### src/rtl/io_event_pkg.sv
// constants, register map and timing for the configurable io event port
package io_event_pkg;
  // apb register byte offsets
  localparam logic [7:0] ADDR_PARAM = 8'h00;
  localparam logic [7:0] ADDR_OUTDATA = 8'h04;
  localparam logic [7:0] ADDR_INDATA = 8'h08;
  localparam logic [7:0] ADDR_IRQ_STATUS = 8'h0c;
  localparam logic [7:0] ADDR_IRQ_MASK = 8'h10;
  localparam logic [7:0] ADDR_QUALITY = 8'h14;
  // parameter word field positions: byte*8 + bit
  localparam int BIT_FUNCTION = 0;
  localparam int BIT_ACTIVATION = 1;
  localparam int BIT_EN_POS = 11;
  localparam int BIT_EN_SPEED = 12;
  localparam int BIT_EN_WARN = 13;
  localparam int BIT_EN_ERR = 14;
  localparam int BIT_EN_DIRECT = 16;
  localparam int BIT_EN_DEVERR = 17;
  localparam int POS_INFUNC = 24;
  // parameter reset value: output mode, active high, all events off
  localparam logic [31:0] PARAM_RESET = 32'h0000_0003;
  localparam logic [7:0] QUALITY_WARN_RESET = 8'h50;
  localparam logic [7:0] QUALITY_ERR_RESET = 8'h28;
  // irq status bits
  localparam int IRQ_PIN_RISE = 0;
  localparam int IRQ_TRIGGER = 1;
  localparam int IRQ_VALID = 2;
  localparam int IRQ_WIDTH = 3;
  // input function codes
  localparam logic [1:0] FUNC_NONE = 2'h0;
  localparam logic [1:0] FUNC_STOPSTART = 2'h1;
  localparam logic [1:0] FUNC_TEACH = 2'h2;
  localparam logic [1:0] FUNC_RESET = 2'h3;
  // timing
  localparam int CLK_HZ = 40_000_000;
  localparam int LASER_SETTLE_US = 10_000;
  localparam int LASER_SETTLE_CYC = LASER_SETTLE_US * (CLK_HZ / 1_000_000);
  localparam int MOTOR_SPINUP_MS = 3000;
  localparam int MOTOR_SPINUP_CYC = MOTOR_SPINUP_MS * (CLK_HZ / 1000);
endpackage

### src/rtl/settle_timer.sv
// down counter that holds measurement values invalid for a settle time
`timescale 1ns/1ps
module settle_timer (
  input wire logic clk_sys_in,
  input wire logic rst_in,
  input wire logic ce_in,
  input wire logic start_in,
  input wire logic [31:0] load_in,
  output logic busy_out
);
  logic [31:0] cnt_q;
  logic [31:0] cnt_d;

  // load on start, count down to zero
  always_comb
  begin
    cnt_d = cnt_q;
    if (start_in)
      cnt_d = load_in;
    else if (cnt_q != 32'h0000_0000)
      cnt_d = cnt_q - 32'h0000_0001;
  end

  // register the count
  always_ff @(posedge clk_sys_in or posedge rst_in)
  begin
    if (rst_in)
      cnt_q <= 32'h0000_0000;
    else if (ce_in)
      cnt_q <= cnt_d;
  end

  assign busy_out = (cnt_q != 32'h0000_0000);
endmodule

### src/rtl/io_event_port.sv
// configurable io event port with apb register access
//
// Behaviour
// output is OR of enabled events
// position invalid event, enable bit 1.3
// speed invalid event, enable bit 1.4
// quality below warning threshold, bit 1.5
// quality below error threshold, separate bit
// direct control via output data bit
// device fault event, enable bit 2.1
// input function code 0..3, default 0
// function 0 reports external state only
// input data bit reports active state
// output data bit needs parameter enable
// laser restart: valid after 10 ms
// standby wake: valid after motor spinup
// parameter bit 0.0 selects in/out
// parameter bit 0.1 selects polarity
// input functions fire on edges
// pin level registered through polarity
`timescale 1ns/1ps
module io_event_port #(
  parameter int unsigned LASER_CYC = io_event_pkg::LASER_SETTLE_CYC,
  parameter int unsigned MOTOR_CYC = io_event_pkg::MOTOR_SPINUP_CYC
) (
  input wire logic clk_sys_in,
  input wire logic rst_in,
  input wire logic ce_in,
  input wire logic psel_in,
  input wire logic penable_in,
  input wire logic pwrite_in,
  input wire logic [7:0] paddr_in,
  input wire logic [31:0] pwdata_in,
  output logic [31:0] prdata_out,
  output logic pready_out,
  output logic pslverr_out,
  input wire logic pin_in,
  output logic pin_out,
  output logic pin_oe_out,
  input wire logic pos_raw_invalid_in,
  input wire logic speed_raw_invalid_in,
  input wire logic [7:0] quality_in,
  input wire logic device_fault_in,
  input wire logic laser_on_in,
  input wire logic standby_wake_in,
  output logic meas_stop_out,
  output logic teach_preset_out,
  output logic reset_preset_out,
  output logic meas_valid_out,
  output logic irq_out
);
  typedef enum logic [2:0] {
    ST_IDLE = 3'b001,
    ST_ACCESS = 3'b010,
    ST_DONE = 3'b100
  } apb_state_t;

  // true when a parameter bit is set
  function automatic logic pbit(input logic [31:0] p, input int idx);
    pbit = p[idx];
  endfunction

  apb_state_t st_q, st_d;
  logic [31:0] param_q, param_d;
  logic outdata_q, outdata_d;
  logic [15:0] qual_q, qual_d;
  logic [2:0] irq_st_q, irq_st_d;
  logic [2:0] irq_mask_q, irq_mask_d;
  logic [31:0] prdata_q, prdata_d;
  logic pslverr_q, pslverr_d;
  logic pready_q, pready_d;
  logic pin_prev_q, pin_prev_d;
  logic pin_q, pin_d, oe_q, oe_d, state_q, state_d;
  logic stop_q, stop_d, teach_q, teach_d, rst_p_q, rst_p_d;
  logic stopped_q, stopped_d, valid_q, valid_d, irq_q, irq_d;
  logic event_any, active_edge, restart, laser_busy, motor_busy;
  logic pos_inv, speed_inv, setup, wr_ok, rd_status;
  logic [1:0] infunc;

  // hold values invalid after laser restart or standby wake
  settle_timer u_laser (
    .clk_sys_in(clk_sys_in),
    .rst_in(rst_in),
    .ce_in(ce_in),
    .start_in(restart),
    .load_in(32'(LASER_CYC)),
    .busy_out(laser_busy)
  );
  settle_timer u_motor (
    .clk_sys_in(clk_sys_in),
    .rst_in(rst_in),
    .ce_in(ce_in),
    .start_in(standby_wake_in),
    .load_in(32'(MOTOR_CYC)),
    .busy_out(motor_busy)
  );

  // measurement validity and event sources
  // the start cycle itself counts as invalid, so no stale valid slips out
  always_comb
  begin
    restart = laser_on_in && !laser_busy;
    pos_inv = pos_raw_invalid_in || restart || standby_wake_in
      || laser_busy || motor_busy || stopped_q;
    speed_inv = speed_raw_invalid_in || restart || standby_wake_in
      || laser_busy || motor_busy || stopped_q;
    infunc = param_q[io_event_pkg::POS_INFUNC +: 2];
    event_any = (pbit(param_q, io_event_pkg::BIT_EN_POS) && pos_inv)
      || (pbit(param_q, io_event_pkg::BIT_EN_SPEED) && speed_inv)
      || (pbit(param_q, io_event_pkg::BIT_EN_WARN) && quality_in < qual_q[7:0])
      || (pbit(param_q, io_event_pkg::BIT_EN_ERR) && quality_in < qual_q[15:8])
      || (pbit(param_q, io_event_pkg::BIT_EN_DIRECT) && outdata_q)
      || (pbit(param_q, io_event_pkg::BIT_EN_DEVERR) && device_fault_in);
    // active edge of the input per polarity
    active_edge = pbit(param_q, io_event_pkg::BIT_ACTIVATION)
      ? (pin_in && !pin_prev_q) : (!pin_in && pin_prev_q);
  end

  // pin drive, state report and input functions
  always_comb
  begin
    pin_prev_d = pin_in;
    oe_d = pbit(param_q, io_event_pkg::BIT_FUNCTION);
    pin_d = event_any ~^ pbit(param_q, io_event_pkg::BIT_ACTIVATION);
    if (oe_d)
      state_d = event_any;
    else
      state_d = pin_in ~^ pbit(param_q, io_event_pkg::BIT_ACTIVATION);
    stop_d = 1'b0;
    teach_d = 1'b0;
    rst_p_d = 1'b0;
    stopped_d = stopped_q;
    if (!oe_d && active_edge)
    begin
      case (infunc)
        io_event_pkg::FUNC_STOPSTART:
        begin
          stop_d = 1'b1;
          stopped_d = !stopped_q;
        end
        io_event_pkg::FUNC_TEACH: teach_d = 1'b1;
        io_event_pkg::FUNC_RESET: rst_p_d = 1'b1;
        default: stop_d = 1'b0; // no internal effect
      endcase
    end
    if (oe_d || infunc != io_event_pkg::FUNC_STOPSTART)
      stopped_d = 1'b0;
    valid_d = !pos_inv;
  end

  // apb slave: setup, access with one wait, done
  always_comb
  begin
    st_d = st_q;
    param_d = param_q;
    outdata_d = outdata_q;
    qual_d = qual_q;
    irq_mask_d = irq_mask_q;
    prdata_d = prdata_q;
    pslverr_d = 1'b0;
    setup = psel_in && !penable_in;
    wr_ok = 1'b0;
    rd_status = 1'b0;
    case (st_q)
      ST_IDLE:
        if (setup)
          st_d = ST_ACCESS;
      ST_ACCESS:
      begin
        st_d = ST_DONE;
        prdata_d = 32'h0000_0000;
        case (paddr_in)
          io_event_pkg::ADDR_PARAM: prdata_d = param_q;
          io_event_pkg::ADDR_OUTDATA: prdata_d = {31'h0, outdata_q};
          io_event_pkg::ADDR_INDATA: prdata_d = {31'h0, state_q};
          io_event_pkg::ADDR_IRQ_STATUS:
          begin
            prdata_d = {29'h0, irq_st_q};
            rd_status = !pwrite_in;
          end
          io_event_pkg::ADDR_IRQ_MASK: prdata_d = {29'h0, irq_mask_q};
          io_event_pkg::ADDR_QUALITY: prdata_d = {16'h0, qual_q};
          default: pslverr_d = 1'b1;
        endcase
        wr_ok = pwrite_in && !pslverr_d;
        if (wr_ok)
        begin
          case (paddr_in)
            io_event_pkg::ADDR_PARAM: param_d = {6'h0, pwdata_in[25:24], 6'h0,
              pwdata_in[17:16], 1'b0, pwdata_in[14:11], 9'h0, pwdata_in[1:0]};
            io_event_pkg::ADDR_OUTDATA: outdata_d = pwdata_in[0];
            io_event_pkg::ADDR_IRQ_MASK: irq_mask_d = pwdata_in[2:0];
            io_event_pkg::ADDR_QUALITY: qual_d = pwdata_in[15:0];
            default: wr_ok = 1'b0;
          endcase
        end
      end
      ST_DONE:
        st_d = setup ? ST_ACCESS : ST_IDLE;
      default: st_d = ST_IDLE;
    endcase
    pready_d = (st_d == ST_DONE); // ready stands for the done cycle only
  end

  // sticky interrupt status, read clears, set wins
  always_comb
  begin
    irq_st_d = rd_status ? 3'h0 : irq_st_q;
    if (oe_q && !pin_q && (pin_d != pin_q))
      irq_st_d[io_event_pkg::IRQ_PIN_RISE] = 1'b1;
    if (stop_d || teach_d || rst_p_d)
      irq_st_d[io_event_pkg::IRQ_TRIGGER] = 1'b1;
    if (valid_d && !valid_q)
      irq_st_d[io_event_pkg::IRQ_VALID] = 1'b1;
    irq_d = |(irq_st_d & irq_mask_d);
  end

  // register all state
  always_ff @(posedge clk_sys_in or posedge rst_in)
  begin
    if (rst_in)
    begin
      st_q <= ST_IDLE;
      param_q <= io_event_pkg::PARAM_RESET;
      outdata_q <= 1'b0;
      qual_q <= {io_event_pkg::QUALITY_ERR_RESET, io_event_pkg::QUALITY_WARN_RESET};
      irq_st_q <= 3'h0;
      irq_mask_q <= 3'h0;
      prdata_q <= 32'h0000_0000;
      pslverr_q <= 1'b0;
      pready_q <= 1'b0;
      pin_prev_q <= 1'b0;
      pin_q <= 1'b0;
      oe_q <= 1'b0;
      state_q <= 1'b0;
      stop_q <= 1'b0;
      teach_q <= 1'b0;
      rst_p_q <= 1'b0;
      stopped_q <= 1'b0;
      valid_q <= 1'b0;
      irq_q <= 1'b0;
    end
    else if (ce_in)
    begin
      st_q <= st_d;
      param_q <= param_d;
      outdata_q <= outdata_d;
      qual_q <= qual_d;
      irq_st_q <= irq_st_d;
      irq_mask_q <= irq_mask_d;
      prdata_q <= prdata_d;
      pslverr_q <= pslverr_d;
      pready_q <= pready_d;
      pin_prev_q <= pin_prev_d;
      pin_q <= pin_d;
      oe_q <= oe_d;
      state_q <= state_d;
      stop_q <= stop_d;
      teach_q <= teach_d;
      rst_p_q <= rst_p_d;
      stopped_q <= stopped_d;
      valid_q <= valid_d;
      irq_q <= irq_d;
    end
  end

  assign prdata_out = prdata_q;
  assign pready_out = pready_q;
  assign pslverr_out = pslverr_q;
  assign pin_out = pin_q;
  assign pin_oe_out = oe_q;
  assign meas_stop_out = stop_q;
  assign teach_preset_out = teach_q;
  assign reset_preset_out = rst_p_q;
  assign meas_valid_out = valid_q;
  assign irq_out = irq_q;
endmodule

### config.mk
export PLATFORM = sky130hd
export DESIGN_NAME = io_event_port
export DESIGN_NICKNAME = d
export VERILOG_FILES = /design/src/rtl/io_event_pkg.sv /design/src/rtl/settle_timer.sv /design/src/rtl/io_event_port.sv
export SDC_FILE = /design/constraint.sdc
export NUM_CORES = 1
export LEC_CHECK = 0
export BUFFER_PORTS_ARGS = -buffer_cell sky130_fd_sc_hd__clkbuf_2
export CAP_MARGIN = 20
export CELL_PAD_IN_SITES_DETAIL_PLACEMENT = 1
export CELL_PAD_IN_SITES_GLOBAL_PLACEMENT = 1
export CORE_MARGIN = 8
export CORE_UTILIZATION = 30
export DETAILED_ROUTE_END_ITERATION = 8
export GPL_TIMING_DRIVEN = 1
export PLACE_DENSITY = 0.62
export SLEW_MARGIN = 20
export SYNTH_ARGS = -nofsm -noshare
export SYNTH_HDL_FRONTEND = slang
export SYNTH_HIERARCHICAL = 1
export SYNTH_SLANG_ARGS = --single-unit
export TNS_END_PERCENT = 20
### constraint.sdc
create_clock -name clk_sys_in -period 3.5 [get_ports clk_sys_in]
set_input_delay 0.35 -clock clk_sys_in [delete_from_list [all_inputs] [get_ports clk_sys_in]]
set_output_delay 0.35 -clock clk_sys_in [all_outputs]
set_load 0.01 [all_outputs]
# ---- Word-level counts from Yosys, hierarchy flattened
# Index checks and enable logic that the tools add are counted.
dict set report totals {
  in_bits 60
  output_inout_bits 41
  wordCells 133
  reg_bits 144
}
dict set report classes {
  reduce_logical 60
  n_lt_le_gt_ge 2
  n_mux 31
  n_addsub 2
  n_eq_ne 14
  n_bitwise 3
}
# op n
set ops {}
lappend ops {{26-bit case mux with 6 select lines} 1}
lappend ops {{32-bit two-way mux} 4}
lappend ops {{32-bit nonzero test} 2}
lappend ops {{32-bit by 1-bit subtractor with 32-bit output (second input constant)} 2}
lappend ops {{1-bit two-way mux} 19}
lappend ops {{1-bit logical OR} 18}
lappend ops {{8-bit by 4-bit == test with 1-bit output (second input constant)} 2}
lappend ops {{8-bit by 5-bit == test with 1-bit output (second input constant)} 2}
lappend ops {{8-bit less-than comparator} 2}
lappend ops {{1-bit logical AND} 15}
lappend ops {{3-bit two-way mux} 5}
lappend ops {{4-bit AND reduction} 3}
lappend ops {{1-bit zero test} 11}
lappend ops {{3-bit case mux with 3 select lines} 1}
lappend ops {{8-bit by 3-bit == test with 1-bit output (second input constant)} 1}
lappend ops {{8-bit zero test} 1}
lappend ops {{2-bit nonzero test} 4}
lappend ops {{3-bit == test (second input constant)} 2}
lappend ops {{2-bit AND reduction} 3}
lappend ops {{6-bit OR reduction} 1}
lappend ops {{2-bit == test (second input constant)} 2}
lappend ops {{3-bit bitwise AND} 1}
lappend ops {{3-bit by 1-bit == test with 1-bit output (second input constant)} 1}
lappend ops {{3-bit by 2-bit == test with 1-bit output (second input constant)} 1}
lappend ops {{other kinds (7)} 8}

# ---- Depth between registers and ports, before layout
dict set report logic_depth {
  ltp_word 20
  ltp_mapped 13
  ltp_nobuf 11
}

# ---- Hierarchy
# The synthesis kept the hierarchy.
# module seq_area_each_um2 cells_each n_inst area_each_um2
set by_module_without_submodules {}
lappend by_module_without_submodules {settle_timer 800.8 260 2 2142.1}
lappend by_module_without_submodules {io_event_port 1710.4 323 1 3649.8}

# ---- Least setup slack after synthesis
# Ideal clock, no wire load.
dict set report synth_path {
  path_kind {register -> register}
  startpoint {register u_laser.cnt_q[0]}
  endpoint {register u_laser.cnt_q[6]}
  path_buffers 2
  setup_time_ns 0.129
  path_stages_with_launch 14
  required_time_ns 3.371
  period_less_slack_ns 3.204
  arrival_ns 3.074
  setup_slack_ns 0.296
  path_cell_list {dfrtp_1 > inv_1 > ha_1 > nor4b_1 > and4_1 > nand4_1 > nor2b_1 > buf_2 > clkinv_1 > and2_1 > a41oi_1 > clkbuf_1 > nand2_1 > o2bb2ai_1}
}
dict set report synth_between {
  elab_chain_len 5
  elab_cells_between_ends 8
  classes_between {add/sub: 1; mux: 2; reduce/logical: 5}
}
# item line
set synth_lines {}
lappend synth_lines {{start, declared} settle_timer.sv:11} ;# logic [31:0] cnt_q;
lappend synth_lines {{start signal, assigned} settle_timer.sv:30} ;# cnt_q <= cnt_d;
lappend synth_lines {{32-bit nonzero test (*)} settle_timer.sv:33} ;# assign busy_out = (cnt_q != 32'h0000_0000);
lappend synth_lines {{named net laser_busy} io_event_port.sv:76} ;# logic event_any, active_edge, restart, laser_busy, motor_busy;
lappend synth_lines {{1-bit zero test (*)} io_event_port.sv:102} ;# restart = laser_on_in && !laser_busy;
lappend synth_lines {{1-bit logical AND (*)} io_event_port.sv:102}
lappend synth_lines {{named net restart} io_event_port.sv:76}
lappend synth_lines {{2-bit nonzero test (no line)} n/a}
lappend synth_lines {{2-bit AND reduction (no line)} n/a}
# Mark *: on every way through the listed nets, which the timed path passes. The rest lies on a longest branch. The select of a mux whose other input is x is not followed.
# A chain may end at the register's enable or synchronous reset.

# ---- Worst setup path in the final report
dict set report layout_path {
  startpoint {register u_laser.cnt_q[0]}
  endpoint {register u_laser.cnt_q[5]}
}
# The elaborated chain is that of the path after synthesis.

==> flow_metrics.tcl <==
set metrics [dict create \
    outcome "complete, no violations" \
    ys.flop_type "dfrtp_1" \
    crit_path_start_kind "flop" \
    grt_pass1_vias 7241 \
    placed_area_um2 8950 \
    synth_seq_cells 132 \
    hold_viol 0 \
    wl_met3_um 1010 \
    drc 0 \
    r2r_slack_ns 0.29 \
    crit_required_ns 3.80 \
    skew_ns 0.01198 \
    grt_usage_pct 15.10 \
    slew_viol_final 0 \
    crit_path_end "u_laser/cnt_q[5]" \
    ys_types 83 \
    nets 1065 \
    dieArea_um2 31910 \
    stdcell_area_um2 9575 \
    syn_to_final_growth_pct 20.69 \
    synthesis.area_um2 7934 \
    cts_tree "built" \
    layout_setup_ws_ns 0.2930 \
    post_cts_resized 0 \
    die-height_um 178.6 \
    yosysWarnings 6 \
    synth_edf_count 0 \
    finalCritPeriodShare_pct 91.63 \
    critPathKind "flop to flop" \
    slew_headroom_pct 29.11 \
    wl_per_cell_um 17.52 \
    power.leakage_nw 4.102 \
    worst_slew_pin_slew_ns 1.061 \
    cts-root-buf "clkbuf_16" \
    finalCriticalPeriod_ns 3.207 \
    numCtsBuffers 17 \
    die_w_um 178.6 \
    num_vias 7030 \
    hpwl_um 16650 \
    arrival_ns 3.51 \
    antenna_cells 0 \
    port_buffers 76 \
    htree_levels 4 \
    hold_class "primary input to asynchronous set/reset pin" \
    cts_hold_buf 0 \
    core_area_um2 25980 \
    cp_max_fo 10 \
    io_pins 101 \
    post_cts_buffers 0 \
    critPathLaunch "u_laser/cnt_q[0]" \
    met2_length_um 11270 \
    routed.top_layer "met5" \
    wl_met1_um 10910 \
    via_per_inst 5.266 \
    ir_drop_mv 0.3305 \
    grt_first_pass_wirelength_um 38960 \
    cts.reportedPaths.clkPinSlew_ns 0.07 \
    dp_slack_ns 0.1548 \
    grt_start_max_net_pins 42 \
    ys_seq_area_share_pct 41.74 \
    setup_viol 0 \
    reg2reg_depth 14 \
    drv_cap 0 \
    power_density_nw_per_um2 461.6 \
    synthCells 843 \
    endpoint_kind "flop" \
    clk_path_buf_depth 2 \
    layout_commonest_cell "dfrtp_1" \
    firstDrtPassIters 6 \
    reg2reg_from "u_laser/cnt_q[0]" \
    clock_sinks 132 \
    syn_area_per_cell_um2 9.411 \
    r2r-end "u_laser/cnt_q[5]" \
    antenna_found_initial 2 \
    drt-total-wl_um 23390 \
    async_flop_share_pct 100.0 \
    clock.fmax_mhz 311.8 \
    drive_above_1_share_pct 21.60 \
    gr-total-overflow 0 \
    clock_latency_ns 0.42 \
    rows 59 \
    gp_congestion 0.7802 \
    detail-route-antenna-nets 0 \
    holdWs_ns 0.03546 \
    drtIter0Drc 239 \
    initial_core_util_pct 30.53 \
    final_cell_mix "dfrtp_1 (125), conb_1 (82), clkbuf_2 (76), nor2_1 (67), o21ai_0 (64)" \
]
-- kinds of logic (layout without fill, tap and decap cells) --
logic type	after synthesis	after routing	share of synthesized area, %
simple gates	297	297	21.15
compound gates	252	252	21.98
flops	132	132	41.74
buf+inv	98	175	5.741
mux	43	43	6.434
fa+ha+maj	16	16	2.523
xor+xnor	3	3	0.3312
other cells	2	82	0.09466
-- worst max-delay path: stages (launching register included) --
cell and delay [ns]:
dfrtp_1 0.38, inv_1 0.10, ha_1 0.19, nor4b_1 0.26, buf_4 0.18, and4_1 0.28
nand4_1 0.23, buf_4 0.25, nor2b_4 0.13, clkinv_1 0.08, and2_1 0.16, a41oi_1 0.27
buf_4 0.23, o21ai_0 0.10, a22o_1 0.25
-- how the worst min path moves through the flow --
stage / slack [ns] / end / start
after detailed placement: 0.47 / prdata_out[1] / prdata_out[1]
after floorplan: 0.45 / u_laser/cnt_q[13] / u_laser/cnt_q[13]
after global placement: 0.45 / prdata_out[1] / prdata_out[1]
final: 0.04 / pready_out / rst_in
after global routing: 0.08 / pready_out / rst_in
after CTS: 0.03 / pready_out / rst_in
-- sequential cells by signal, indices dropped and copies added (netlist names), 3 cells and up --
name and count:
u_motor/cnt_q 32, st_q 3, irq_mask_q 3, prdata_out 20, qual_q 16, param_q 10
irq_st_q 3, u_laser/cnt_q 32
-- cells in the mapped netlist, drive strengths merged, types with 10 or more instances --
cell type / instances / share of area, %
buf: 22 / 2.1
inv: 39 / 1.8
clkbuf: 35 / 1.7
o31ai: 12 / 1.1
and2: 11 / 0.91
dfrtp: 125 / 39
or3: 10 / 0.93
mux2: 34 / 5.3
nor3: 26 / 1.6
o21ai: 64 / 4.0
o2bb2ai: 20 / 2.2
nand3: 20 / 1.3
a22o: 20 / 2.3
nand4: 17 / 1.3
nor4: 27 / 2.7
a22oi: 19 / 1.8
nand2b: 11 / 1.1
nand2: 57 / 2.9
ha: 16 / 2.5
and3: 11 / 0.93
a21oi: 36 / 2.3
nor2: 68 / 3.3
-- where the power goes --
| part | switching [mW] | internal (mW) | total (mW) |
|---|---|---|---|
| Sequential | 0.175 | 1.67 | 1.85 |
| Clock | 0.717 | 1.16 | 1.87 |
| Combinational | 0.411 | 0.288 | 0.700 |
| Total | 1.30 | 3.12 | 4.42 |
-- per-stage QoR --
stage / power (mW) / cells / utilization, % / TNS (ns)
floorplan: 2.323 / 923 / - / 0
global placement: 2.552 / 1305 / 34.44 / 0
detailed placement: 2.576 / 1305 / 34.44 / 0
CTS: 4.483 / 1335 / 36.77 / 0
global route: 4.641 / 1335 / 36.85 / -0.004641
finish: 4.420 / 1335 / 36.85 / 0
-- routing by layer --
metal / track usage, % / vias to the layer above
li1: - / 3381
met3: 4.001 / 20
met4: 3.514 / 4
met2: 25.00 / 101
met5: 0 / -
met1: 19.34 / 3524
-- layout make-up --
class,instances,area (um2)
fill,3079,16410
multi-input combinational,693,4494
sequential,132,3312
timing repair buffer,104,590.6
clock buffer,19,452.9
tap,335,419.2
inverter,41,153.9
clock inverter,11,152.6
Power figures use the tool's default switching activity.
